### config.mk
export PLATFORM = sky130hd
export DESIGN_NAME = hdt_transfer_ctrl
export DESIGN_NICKNAME = d
export VERILOG_FILES = /design/src/rtl/hdt_pkg.sv /design/src/rtl/hdt_transfer_ctrl.sv /design/src/rtl/hdt_byte_counter.sv /design/src/rtl/hdt_event_flags.sv
export SDC_FILE = /design/constraint.sdc
export NUM_CORES = 1
export LEC_CHECK = 0
export BUFFER_PORTS_ARGS = -buffer_cell sky130_fd_sc_hd__buf_2
export CORE_MARGIN = 5
export CORE_UTILIZATION = 46
export CTS_BUF_LIST = sky130_fd_sc_hd__clkbuf_8
export CTS_CLUSTER_SIZE = 14
export DETAILED_ROUTE_END_ITERATION = 10
export PLACE_DENSITY_LB_ADDON = 0.08
export SYNTH_ARGS = -nofsm -noshare
export SYNTH_HDL_FRONTEND = slang
export SYNTH_SLANG_ARGS = --single-unit
### constraint.sdc
create_clock -name mclk -period 3.3 [get_ports mclk]
set_clock_uncertainty 0.2 [all_clocks]
set_input_delay 0.495 -clock mclk [delete_from_list [all_inputs] [get_ports mclk]]
set_output_delay 0.495 -clock mclk [all_outputs]
set_load 0.05 [all_outputs]
### src/rtl/hdt_pkg.sv
// constants shared by the host transfer control block
package hdt_pkg;
  // command codes of the microprocessor port
  localparam logic [7:0] CMD_SETUP_RD = 8'h21;
  localparam logic [7:0] CMD_SETUP_WR = 8'ha1;
  localparam logic [7:0] CMD_COUNT_RD = 8'h22;
  localparam logic [7:0] CMD_COUNT_WR = 8'ha2;
  localparam logic [7:0] CMD_FLAGS_RD = 8'h24;
  localparam logic [7:0] CMD_FLAGS_WR = 8'ha4;
  localparam logic [7:0] CMD_ENABLE_RD = 8'h25;
  localparam logic [7:0] CMD_ENABLE_WR = 8'ha5;
  // setup register fields
  localparam int SETUP_DIR_BIT = 0;
  localparam int SETUP_PICK_BIT = 1;
  localparam int SETUP_USE_BIT = 2;
  localparam int SETUP_RUN_BIT = 4;
  localparam int SETUP_BURST_LO = 5;
  localparam logic [15:0] SETUP_MASK = 16'h0077;
  localparam logic [15:0] SETUP_RESET = 16'h0000;
  // burst codes
  localparam logic [1:0] BURST_SINGLE = 2'h0;
  localparam logic [1:0] BURST_FOUR = 2'h1;
  localparam logic [1:0] BURST_EIGHT = 2'h2;
  localparam logic [1:0] BURST_RSVD = 2'h3;
  // byte count
  localparam logic [15:0] COUNT_RESET = 16'h0000;
  localparam logic [15:0] BYTES_PER_BEAT = 16'h0002;
  // event flags: bit positions and writable mask
  localparam int EVT_ISO_BIT = 0;
  localparam int EVT_ASYNC_BIT = 1;
  localparam int EVT_DONE_BIT = 2;
  localparam int EVT_OPR_BIT = 4;
  localparam int EVT_SLEEP_BIT = 5;
  localparam int EVT_CLKRDY_BIT = 6;
  localparam logic [6:0] EVT_MASK = 7'h77;
  localparam logic [6:0] EVT_RESET = 7'h00;
  localparam logic [6:0] ENABLE_RESET = 7'h00;
  // transfer states
  typedef enum logic [2:0] {
    HDT_IDLE = 3'b001,
    HDT_REQ = 3'b010,
    HDT_GAP = 3'b100
  } hdt_state_e;
endpackage

### src/rtl/hdt_transfer_ctrl.sv
// microprocessor-side dma transfer control: setup, byte count, event flags
`timescale 1ns/1ps
module hdt_transfer_ctrl (
  input wire logic mclk,
  input wire logic srst,
  input wire logic cmd_write,
  input wire logic [7:0] cmd_code,
  input wire logic data_write,
  input wire logic [15:0] data_in,
  output logic [15:0] data_out,
  input wire logic dma_ack,
  input wire logic end_of_transfer,
  input wire logic pio_done,
  input wire logic frame_iso_event,
  input wire logic async_list_event,
  input wire logic operational_event,
  input wire logic host_asleep_event,
  input wire logic clock_ready_event,
  input wire logic irq_master_enable,
  output logic dma_request_out,
  output logic list_buffer_pick,
  output logic transfer_direction,
  output logic buffer_status_update,
  output logic irq_out
);
  logic [7:0] cmd_latched;
  logic [15:0] dma_setup;
  logic [15:0] transfer_byte_count;
  logic [3:0] beat_count;
  hdt_pkg::hdt_state_e state;
  hdt_pkg::hdt_state_e next_state;
  logic [15:0] counter_remaining;
  logic counter_last;
  logic [6:0] cpu_event_flags;
  logic [6:0] event_enable_reg;

  // number of beats in one request for a burst code
  function automatic logic [3:0] burst_beats(input logic [1:0] code);
    unique case (code)
      hdt_pkg::BURST_FOUR: burst_beats = 4'h4;
      hdt_pkg::BURST_EIGHT: burst_beats = 4'h8;
      default: burst_beats = 4'h1;
    endcase
  endfunction

  // setup field views
  wire logic [1:0] burst_length_sel = dma_setup[hdt_pkg::SETUP_BURST_LO +: 2];
  wire logic transfer_run = dma_setup[hdt_pkg::SETUP_RUN_BIT];
  wire logic byte_counter_use = dma_setup[hdt_pkg::SETUP_USE_BIT];

  // data-phase write decode against the latched command
  wire logic wr_setup = data_write && (cmd_latched == hdt_pkg::CMD_SETUP_WR);
  wire logic wr_count = data_write && (cmd_latched == hdt_pkg::CMD_COUNT_WR);
  wire logic wr_flags = data_write && (cmd_latched == hdt_pkg::CMD_FLAGS_WR);
  wire logic wr_enable = data_write && (cmd_latched == hdt_pkg::CMD_ENABLE_WR);
  // reserved setup bits dropped on write
  wire logic [15:0] setup_written = data_in & hdt_pkg::SETUP_MASK;
  wire logic run_start = wr_setup && setup_written[hdt_pkg::SETUP_RUN_BIT];

  // transfer progress
  wire logic in_req = (state == hdt_pkg::HDT_REQ);
  wire logic beat = in_req && dma_ack;
  wire logic internal_end = beat && byte_counter_use && counter_last;
  wire logic external_end = end_of_transfer && (state != hdt_pkg::HDT_IDLE);
  wire logic transfer_end = internal_end || external_end;
  wire logic burst_full = beat && ((beat_count + 4'h1) >= burst_beats(burst_length_sel));
  // counter mode needs a non-zero count
  wire logic count_ok = !byte_counter_use || (counter_remaining != 16'h0000);
  wire logic may_start = transfer_run && (burst_length_sel != hdt_pkg::BURST_RSVD) && count_ok;

  // any end of transfer sets the done flag
  wire logic [6:0] set_events = {clock_ready_event, host_asleep_event, operational_event,
    1'b0, (transfer_end || pio_done), async_list_event, frame_iso_event};

  // read data select for a read command; unknown codes read zero
  wire logic [15:0] read_value =
    (cmd_code == hdt_pkg::CMD_SETUP_RD) ? dma_setup :
    (cmd_code == hdt_pkg::CMD_COUNT_RD) ? transfer_byte_count :
    (cmd_code == hdt_pkg::CMD_FLAGS_RD) ? {9'h000, cpu_event_flags} :
    (cmd_code == hdt_pkg::CMD_ENABLE_RD) ? {9'h000, event_enable_reg} : 16'h0000;

  // the counter: loaded at run start
  hdt_byte_counter u_counter (
    .mclk(mclk),
    .srst(srst),
    // copy only with counter use set
    .load(run_start && setup_written[hdt_pkg::SETUP_USE_BIT]),
    .load_value(transfer_byte_count),
    .beat(beat),
    .remaining(counter_remaining),
    .last_beat(counter_last)
  );

  // flags and interrupt pin
  hdt_event_flags u_flags (
    .mclk(mclk),
    .srst(srst),
    .set_events(set_events),
    .flags_write(wr_flags),
    .enable_write(wr_enable),
    .write_data(data_in[6:0]),
    .irq_master_enable(irq_master_enable),
    .flags(cpu_event_flags),
    .enables(event_enable_reg),
    .irq_out(irq_out)
  );

  // command latch and read data; reading never disturbs flags
  always_ff @(posedge mclk) begin
    if (srst) begin
      cmd_latched <= 8'h00;
      data_out <= 16'h0000;
    end else if (cmd_write) begin
      cmd_latched <= cmd_code;
      data_out <= read_value;
    end
  end

  always_ff @(posedge mclk) begin
    if (srst) begin
      transfer_byte_count <= hdt_pkg::COUNT_RESET;
    end else if (wr_count) begin
      transfer_byte_count <= data_in;
    end
  end

  // setup register, reserved bits held at zero
  always_ff @(posedge mclk) begin
    if (srst) begin
      dma_setup <= hdt_pkg::SETUP_RESET;
    end else if (wr_setup) begin
      dma_setup <= setup_written;
    end else if (transfer_end) begin
      dma_setup[hdt_pkg::SETUP_RUN_BIT] <= 1'b0;
    end
  end

  // next state of the request machine
  always_comb begin
    next_state = state;
    unique case (state)
      hdt_pkg::HDT_IDLE: begin
        if (may_start && !wr_setup) begin
          next_state = hdt_pkg::HDT_REQ;
        end
      end
      hdt_pkg::HDT_REQ: begin
        if (!transfer_run || transfer_end || wr_setup) begin
          next_state = hdt_pkg::HDT_IDLE;
        end else if (burst_full) begin
          next_state = hdt_pkg::HDT_GAP;
        end
      end
      hdt_pkg::HDT_GAP: begin
        if (!transfer_run || transfer_end || wr_setup) begin
          next_state = hdt_pkg::HDT_IDLE;
        end else begin
          next_state = hdt_pkg::HDT_REQ;
        end
      end
      default: next_state = hdt_pkg::HDT_IDLE;
    endcase
  end

  // state and beats within the current burst
  always_ff @(posedge mclk) begin
    if (srst) begin
      state <= hdt_pkg::HDT_IDLE;
      beat_count <= 4'h0;
    end else begin
      state <= next_state;
      if (next_state != hdt_pkg::HDT_REQ) begin
        beat_count <= 4'h0;
      end else if (beat) begin
        beat_count <= beat_count + 4'h1;
      end
    end
  end

  // registered outputs toward the dma controller and buffer logic
  always_ff @(posedge mclk) begin
    if (srst) begin
      list_buffer_pick <= 1'b0;
      transfer_direction <= 1'b0;
      buffer_status_update <= 1'b0;
    end else begin
      list_buffer_pick <= dma_setup[hdt_pkg::SETUP_PICK_BIT];
      transfer_direction <= dma_setup[hdt_pkg::SETUP_DIR_BIT];
      buffer_status_update <= internal_end;
    end
  end

  // request level while the machine is asking
  assign dma_request_out = in_req;

  AST_RESERVED_ZERO: assert property (@(posedge mclk) disable iff (srst)
    (dma_setup & ~hdt_pkg::SETUP_MASK) == 16'h0000)
    else $error("reserved setup bits not zero");
  AST_RSVD_BURST_IDLE: assert property (@(posedge mclk) disable iff (srst)
    (burst_length_sel == 2'h3 && state == hdt_pkg::HDT_IDLE) |=> !dma_request_out)
    else $error("reserved burst code started a transfer");
  AST_BURST_GAP: assert property (@(posedge mclk) disable iff (srst)
    (burst_length_sel == 2'h1 && beat && beat_count == 4'h3 && !transfer_end && !wr_setup)
      |=> !dma_request_out ##1 dma_request_out)
    else $error("four-beat burst did not pause after four beats");
  AST_STOP: assert property (@(posedge mclk) disable iff (srst)
    (wr_setup && !setup_written[4]) |=> !transfer_run && !dma_request_out)
    else $error("run write of zero did not stop the transfer");
  AST_SELF_CLEAR: assert property (@(posedge mclk) disable iff (srst)
    (transfer_end && !wr_setup) |=> !transfer_run ##1 !dma_request_out)
    else $error("run bit not cleared at end of transfer");
  AST_ZERO_COUNT: assert property (@(posedge mclk) disable iff (srst)
    (byte_counter_use && counter_remaining == 16'h0000 && state == hdt_pkg::HDT_IDLE)
      |=> !dma_request_out)
    else $error("request raised with an empty counter");
  AST_COUNT_LOAD: assert property (@(posedge mclk) disable iff (srst)
    (run_start && !data_in[2] && !beat) |=> counter_remaining == $past(counter_remaining))
    else $error("counter loaded without counter use");
  AST_DONE_FLAG: assert property (@(posedge mclk) disable iff (srst)
    transfer_end |=> cpu_event_flags[2] && (buffer_status_update == $past(internal_end)))
    else $error("end of transfer did not set the done flag");
  AST_DIR_PICK: assert property (@(posedge mclk) disable iff (srst)
    ##1 (transfer_direction == $past(dma_setup[0])
      && list_buffer_pick == $past(dma_setup[1])))
    else $error("direction or buffer pick out of step with setup");
endmodule // hdt_transfer_ctrl

### src/rtl/hdt_byte_counter.sv
// remaining-byte counter of a dma transfer
`timescale 1ns/1ps
module hdt_byte_counter (
  input wire logic mclk,
  input wire logic srst,
  input wire logic load,
  input wire logic [15:0] load_value,
  input wire logic beat,
  output logic [15:0] remaining,
  output logic last_beat
);
  wire logic [15:0] next_remaining;

  // last beat when no more than one word remains
  assign last_beat = (remaining <= hdt_pkg::BYTES_PER_BEAT);
  assign next_remaining = last_beat ? 16'h0000 : (remaining - hdt_pkg::BYTES_PER_BEAT);

  always_ff @(posedge mclk) begin
    if (srst) begin
      remaining <= hdt_pkg::COUNT_RESET;
    end else if (load) begin
      remaining <= load_value;
    end else if (beat) begin
      remaining <= next_remaining;
    end
  end

  AST_COUNT_STEP: assert property (@(posedge mclk) disable iff (srst)
    (beat && !load && remaining > 16'h0002) |=> (remaining == $past(remaining) - 16'h0002))
    else $error("byte counter did not step by one word");
endmodule // hdt_byte_counter

### src/rtl/hdt_event_flags.sv
// sticky event flags, their enables and the interrupt level
`timescale 1ns/1ps
module hdt_event_flags (
  input wire logic mclk,
  input wire logic srst,
  input wire logic [6:0] set_events,
  input wire logic flags_write,
  input wire logic enable_write,
  input wire logic [6:0] write_data,
  input wire logic irq_master_enable,
  output logic [6:0] flags,
  output logic [6:0] enables,
  output logic irq_out
);
  wire logic [6:0] clear_bits;
  wire logic [6:0] next_flags;
  wire logic irq_pending;

  // only a written one clears; set wins over clear
  assign clear_bits = flags_write ? (write_data & hdt_pkg::EVT_MASK) : 7'h00;
  assign next_flags = ((flags & ~clear_bits) | set_events) & hdt_pkg::EVT_MASK;
  // flag, enable and master enable all needed
  assign irq_pending = irq_master_enable && ((flags & enables) != 7'h00);

  // flag and enable storage
  always_ff @(posedge mclk) begin
    if (srst) begin
      flags <= hdt_pkg::EVT_RESET;
      enables <= hdt_pkg::ENABLE_RESET;
      irq_out <= 1'b0;
    end else begin
      flags <= next_flags;
      if (enable_write) begin
        enables <= write_data & hdt_pkg::EVT_MASK;
      end
      irq_out <= irq_pending;
    end
  end

  AST_IRQ_GATED: assert property (@(posedge mclk) disable iff (srst)
    irq_out |-> $past(irq_master_enable) && (($past(flags) & $past(enables)) != 7'h00))
    else $error("interrupt raised without an enabled flag");
  AST_SET_WINS: assert property (@(posedge mclk) disable iff (srst)
    (set_events[2] && flags_write && write_data[2]) |=> flags[2])
    else $error("done event lost against a clear");
endmodule // hdt_event_flags

==> results of run 1 <==
[Yosys cell counts (8+ instances only)]
cell and count:
dfxtp_1 85, nor2_1 60, a21oi_1 57, nand2_1 45, o21ai_0 27, clkbuf_1 20
mux2i_1 20, inv_1 18, nor2b_1 12, nor3_1 10, a31oi_1 8, ha_1 8
[metrics by stage]
stage	power, W	instances	hold slack [ns]	cell area [sq um]
global placement	0.001187	615	0.2534	4289
floorplan	0.001139	475	0.2371	3959
detailed placement	0.001188	615	0.2571	4289
CTS	0.001808	629	0.1396	4444
global route	0.001870	629	0.1410	4444
finish	0.001792	629	0.1517	4444
[worst max-delay path, stage by stage, from the launching register on]
cell	delay (ns)
dfxtp_1	0.36
or4bb_1	0.76
or3_4	0.45
o31ai_4	0.28
nor2_2	0.14
nor3_2	0.17
[cell families after synthesis]
kind of cell,share of synthesized area
AND/OR/NAND/NOR,0.2408
AO/OA/AOI/OAI,0.1893
flip-flops,0.4298
buffers and inverters,0.05025
multiplexers,0.05341
adder cells (fa/ha/maj),0.02529
XOR/XNOR,0.01106
[cell usage in the layout (no fill, tap or decap), drive strengths merged, types with 5 or more instances in the layout]
cell,Yosys,final
and2,7,7
buf,7,63
nor2,62,62
nand2,45,45
a2111oi,7,7
nand3,7,7
dfxtp,85,85
a311oi,6,6
nand2b,5,5
o21ai,27,27
nor2b,12,12
nor3,13,13
a21oi,57,57
a31oi,8,8
inv,18,19
clkbuf,21,9
mux2i,20,20
or3,7,7
ha,8,8
[flip-flops by register name (all words and copies together) (netlist names), 3 cells and up]
| register | cells |
|---|---|
| beat_count | 4 |
| data_out | 16 |
| u_flags.enables | 6 |
| u_flags.flags | 6 |
| cmd_latched | 8 |
| dma_setup | 6 |
| transfer_byte_count | 16 |
| u_counter.remaining | 16 |
| state | 3 |
[report_power, final]
group / switching, W / internal, W
Sequential: 0.0000121 / 0.00104
Clock: 0.000366 / 0.000261
Combinational: 0.0000719 / 0.0000407
Total: 0.000450 / 0.00134
[layer usage]
metal  global-route usage  part of all wire
met1               0.2777              0.48
met2               0.3004              0.47
met3              0.03315             0.041
met4              0.06972            0.0076
met5                    0                 0
[cell type report]
class,instances,area [sq um]
Fill cell,815,3855
Multi-Input combinational cell,344,2058
Sequential cell,85,1702
Timing Repair Buffer,63,330.3
Tap cell,105,131.4
Clock buffer,9,123.9
Inverter,18,67.56
Clock inverter,5,31.28
[worst min path at each step]
stage	end	slack [ns]	depth (start not counted)
6_report	u_flags.flags[1]	0.15	3
5_1_grt	u_flags.flags[1]	0.14	3
4_1_cts	u_flags.flags[1]	0.14	3
3_5_place_dp	transfer_byte_count[0]	0.26	2
3_3_place_gp	transfer_byte_count[6]	0.25	2
2_1_floorplan	transfer_byte_count[1]	0.24	2
==> summary.md, run 1 <==
| Metric | Value |
|---|---|
| Global placer's final weighted congestion | `0.8355` |
| Core area | `8299 sq um` |
| Final hold violation count | `0` |
| Synth area leader | `dfxtp_1` |
| Mapped Area | `3959 sq um` |
| CTS max path bufs | `2` |
| Htree depth | `3` |
| DP Worst Slack | `0.6245 ns` |
| Crit path time final | `2.423 ns` |
| Port bufs | `57` |
| RSZ-0062 raised after global routing | `no` |
| Clock net sink count | `85` |
| Post-CTS Hold Buffers | `0` |
| Die footprint | `10560 sq um` |
| Final TNS setup | `0 ns` |
| Seq/Total Area, Yosys | `0.4298` |
| Post-DR vias/cell | `5.582` |
| DRC viols | `0` |
| CTS root buffer | `clkbuf_8` |
| Worst path arrival time | `2.50 ns` |
| GRT overflow | `0` |
| Final setup violation count | `0` |
| Post-DRT Antenna Nets | `0` |
| Worst reg2reg startpoint | `state[2]` |
| Vias | `3511` |
| Leak | `1.765 nW` |
| Share of flip-flops with an asynchronous set or reset | `0` |
| Pwr dens | `403.1 nW/um^2` |
| Dominant synthesized flop cell | `dfxtp_1` |
| Status | `finished clean` |
| First drt pass iteration count | `5` |
| Routed WL | `9957 um` |
| DP HPWL | `7210 um` |
| N_diodes | `0` |
| Clock-pin slew on the worst setup and hold paths | `0.09 ns` |
| Worst Min Path Start | `async_list_event` |
| GRT Total Usage | `0.1957` |
| Post-CTS setup buffer count | `0` |
| Initial drt markers | `144` |
| Per-cell routed wire length | `15.83 um` |
| Fmax | `412.6 MHz` |
| Maxcap violations | `0` |
| Reg2reg end | `beat_count[1]` |
| EDFF count, synth | `0` |
| I/O pin count | `58` |
| CP Capture Type | `flop` |
| Fraction of layout cells with a size suffix above 1 | `0.1698` |
| CP required | `3.38 ns` |
| Clk Latency, worst-skew pair | `0.35 ns` |
| Syn nets | `520` |
| Syn Inst Count | `475` |
| FP Rows | `33` |
| Final period util | `0.7344` |
| Global-route wire length before repair | `16190 um` |
| Area growth, synth to finish | `12.26%` |
| Num CTS Buffers | `9` |
| Synth cell types | `56` |
| Largest net degree at the start of global routing | `64` |
| Top cells by area, synth | `dfxtp_1 43%, a21oi_1 7.2%, nor2_1 5.7%` |
| Die width | `102.8 um` |
| Nets@finish | `566` |
| Setup WS post-layout | `0.8766 ns` |
| Setup CP Type | `reg2reg` |
| Rel. slew slack | `0.4606` |
| R2R Setup Slk | `0.88 ns` |
| Yosys warnings | `0` |
| CTS tree | `done` |
| Max VDD drop | `0.2182 mV` |
| Final Core Density | `0.5355` |
| Critical Path Start | `state[2]` |
| Reg2reg path depth | `5` |
| Initial Util | `0.4770` |
| Crit-path max FO | `16` |
| Setup crit end | `beat_count[1]` |
| Vias in the first global route | `3382` |
| Yosys top cell area share | `0.4298` |
| HP Class | `in2reg` |
| Critical Path Source Type | `flop` |
| Mean Syn Cell Area | `8.334 sq um` |
| #FFs+latches synth | `85` |
| Worst Max-Slew Pin Slew | `0.8029 ns` |
| Post-CTS resize count | `0` |
| Antenna violations before repair | `0` |
| Fin. max-slew vios | `0` |
| Die Ht | `102.8 um` |
Note: power is estimated with default switching activity, not from simulation.
==> inputs of run 2 (changes only) <==
Settings changed: ABC_AREA set to 1.
Clock period 3.3 ns to 2.3 ns, I/O delays scaled along.
==> run 2 against run 1 <==
Against the previous run:
- sequential share of layout area shrank 2.6 points
- critical endpoint unchanged
- critical path depth grew 7
- clock power grew 75%
- area after synthesis grew 3.5%
- total power grew 54%
- setup slack lost 0.61 ns
- maximum frequency grew 19%
- final cell count grew 23%
- flip-flop and latch count is the same
- global-route usage shrank 0.37 points
- non-clock buffer count grew 9
- highest routed layer unchanged
- largest power group unchanged
==> summary.md, run 2 <==
| Metric | Value |
|---|---|
| Sequential Power Share | `0.545 (-0.042)` |
| Clock-pin slew on the worst setup and hold paths | `0.09 ns (about the same)` |
| Synth area leader | `dfxtp_1` |
| Worst Max-Slew Pin Slew | `0.5463 ns (-0.2566 ns)` |
| Final Cell Area | `4778 sq um (+7.5%)` |
| Mapped Area | `4099 sq um (+3.5%)` |
| Antenna violations before repair | `0 (unchanged)` |
| Critical Path Source Type | `flop` |
| Fin cells | `776 (+23%)` |
| Fraction of layout cells with a size suffix above 1 | `0.1482 (-0.02164)` |
| Syn Inst Count | `601 (+27%)` |
| Area growth, synth to finish | `16.58%` |
| Yosys top cell area share | `0.4151 (-0.01470)` |
| Port bufs | `57 (unchanged)` |
| Final period util | `0.8861 (+0.1517)` |
| Htree depth | `3 (unchanged)` |
| Routed WL | `10330 um (+3.7%)` |
| DP HPWL | `7725 um (+7.1%)` |
| Top post-synthesis cells by count | `116 x nand2_1, 87 x inv_1, 85 x dfxtp_1` |
| N_diodes | `0 (unchanged)` |
| Dominant synthesized flop cell | `dfxtp_1` |
| Leak | `2.287 nW (+30%)` |
| Final TNS setup | `0 ns (unchanged)` |
| Die width | `104.4 um (+1.6%)` |
| Largest net degree at the start of global routing | `38 (-41%)` |
| Most used cell, CP | `nand2_1` |
| Sw Ratio | `0.2434 (-0.007770)` |
| EDFF count, synth | `0 (unchanged)` |
| Worst Min Path Start | `irq_master_enable` |
| Post-DRT Antenna Nets | `0 (unchanged)` |
| Combinational power share | `0.054 (-0.009)` |
| Worst Hold Path EP | `u_flags.irq_out` |
| Final setup violation count | `0 (unchanged)` |
| Most frequent cells in the layout | `115 x nand2_1, 87 x inv_1, 82 x dfxtp_1` |
| Biggest regs | `data_out (16), transfer_byte_count (16), u_counter.remaining (16)` |
| FP Rows | `34 (+3.0%)` |
| Worst path arrival time | `2.13 ns (-0.37 ns)` |
| Synth cell types | `29 (-48%)` |
| Die Ht | `104.4 um (+1.6%)` |
| CTS tree | `done` |
| Fmax | `490.7 MHz (+19%)` |
| Commonest non-fill, non-tap cell in the layout | `nand2_1` |
| Mean Syn Cell Area | `6.820 sq um (-18%)` |
| Setup CP Type | `reg2reg` |
| Initial Util | `0.4700 (-0.006995)` |
| Maxcap violations | `0 (unchanged)` |
| Pwr dens | `576.2 nW/um^2 (+43%)` |
| Global placer's final weighted congestion | `0.9006 (+7.8%)` |
| CTS max path bufs | `2 (unchanged)` |
| Vias | `3937 (+12%)` |
| Nets@finish | `708 (+25%)` |
| Per-cell routed wire length | `13.31 um (-16%)` |
| Net Sw Power | `0.0006703 W (+49%)` |
| Share of flip-flops with an asynchronous set or reset | `0 (unchanged)` |
| Seq/Total Area, Yosys | `0.4151 (-0.01470)` |
| Crit path time final | `2.038 ns (-0.3855 ns)` |
| Slowest cell on the critical path | `dfxtp_1` |
| Max VDD drop | `0.3364 mV (+54%)` |
| CP Capture Type | `flop` |
| Post-DR vias/cell | `5.073 (-9.1%)` |
| CP required | `2.39 ns (-0.99 ns)` |
| Rel. slew slack | `0.6335 (+0.1729)` |
| Global-route wire length before repair | `17530 um (+8.3%)` |
| CP max stage delay | `0.40 ns (-0.36 ns)` |
| Die footprint | `10900 sq um (+3.2%)` |
| RSZ-0062 raised after global routing | `no` |
| Final hold violation count | `0 (unchanged)` |
| Internal cell power | `0.002083 W (+55%)` |
| CTS root buffer | `clkbuf_8` |
| First drt pass iteration count | `5 (unchanged)` |
| Reg2reg end | `beat_count[1]` |
| Top cells by area, synth | `dfxtp_1 42%, nand2_1 11%, a21oi_1 8.3%` |
| Clock power frac | `0.400 (+0.050)` |
| Initial drt markers | `152 (+5.6%)` |
| #FFs+latches synth | `85 (unchanged)` |
| Core area | `8721 sq um (+5.1%)` |
| GRT Total Usage | `0.1919 (-0.003723)` |
| I/O pin count | `58 (unchanged)` |
| Status | `finished clean` |
| Vias in the first global route | `3812 (+13%)` |
| Critical path, cell by cell | `inv_1 -> ha_1 -> ha_1 -> inv_1 -> nand3_1 -> nand2_1 -> nand2_1 -> a21oi_1 -> nand4_1 -> nand2_1 -> nand2_2 -> nor2_1` |
| Yosys warnings | `0 (unchanged)` |
| Placement-stage cell area | `4516 sq um (+5.3%)` |
| HP Class | `in2reg` |
| Hold path depth | `3 (unchanged)` |
| Worst reg2reg startpoint | `dma_setup[5]` |
| Num CTS Buffers | `9 (unchanged)` |
| Fin. max-slew vios | `0 (unchanged)` |
| R2R Setup Slk | `0.26 ns (-0.61 ns)` |
| Clock net sink count | `85 (unchanged)` |
| Top-count cell post-synth | `nand2_1` |
| Final Core Density | `0.5479 (+0.01242)` |
| Syn nets | `646 (+24%)` |
| Hold slack | `0.01533 ns (-0.1364 ns)` |
| Clk Latency, worst-skew pair | `0.35 ns (about the same)` |
| Placed cells | `755 (+23%)` |
| Reg2reg path depth | `12 (+7)` |
| Crit-path max FO | `5 (-11)` |
| GRT overflow | `0 (unchanged)` |
| DRC viols | `0 (unchanged)` |
run 2: area by class of cell:
class / instances / area (sq um)
clock inverters: 6 / 71.32
fillers: 855 / 3943
clock buffers: 10 / 137.6
flip-flops and latches: 85 / 1705
multi-input cells: 404 / 1978
inverters: 91 / 342.8
repair buffers: 72 / 407.9
well taps: 108 / 135.1
run 2: cells by family (layout without fill, tap and decap cells):
logic type / count (synthesis) / in the layout / synth area share
buf+inv: 112 / 179 / 0.1062
compound gates: 139 / 139 / 0.1709
fa+ha+maj: 8 / 8 / 0.02442
flops: 85 / 85 / 0.4151
simple gates: 244 / 244 / 0.2555
xor+xnor: 13 / 13 / 0.02778
run 2: how the worst max path moves through the flow:
stage	startpoint	cells after the start	slack (ns)	endpoint
finish	dma_setup[5]	12	0.26	beat_count[1]
global placement	beat_count[0]	13	0.30	beat_count[0]
floorplan	state[1]	9	0.17	beat_count[0]
CTS	beat_count[0]	11	0.21	beat_count[1]
detailed placement	beat_count[0]	11	0.23	beat_count[1]
global route	beat_count[0]	11	0.005	beat_count[1]
run 2: timing repair:
item | 4_1_cts | 5_1_grt
setup endpoints to repair | 0 | 5
hold endpoints to repair | 4 | 0
resized for setup | 0 | 4
hold buffers | 4 | 0
setup buffers | 0 | 1
run 2: stage by stage:
| step | setup WS (ns) | total power (W) |
|---|---|---|
| after global routing | 0.004967 | 0.002864 |
| after CTS | 0.2088 | 0.002792 |
| final | 0.2621 | 0.002754 |
| after floorplan | 0.1715 | 0.001611 |
| after global placement | 0.2972 | 0.001680 |
| after detailed placement | 0.2319 | 0.001681 |
run 2: per-layer routing:
metal	track usage	vias up	wire length (um)
met1	0.2473	1787	4656
li1	-	2045	-
met4	0.05828	0	189
met5	0	-	0
met3	0.04593	14	514
met2	0.3167	91	4965
run 2: worst max-delay path: cells and delay by family (launching register included):
family	cells	cell delay, ns
buffers and inverters	2	0.12
AO/OA/AOI/OAI	1	0.13
AND/OR/NAND/NOR	7	0.57
flip-flops	1	0.40
adder cells (fa/ha/maj)	2	0.56
run 2: power by group through the flow:
stage	logic, W	clock network, W	registers [W]
after detailed placement	0.000145	0	0.00154
after global placement	0.000144	0	0.00154
after global routing	0.000170	0.00119	0.00151
after CTS	0.000151	0.00114	0.00150
final	0.000150	0.00110	0.00150
after floorplan	0.0000772	0	0.00153
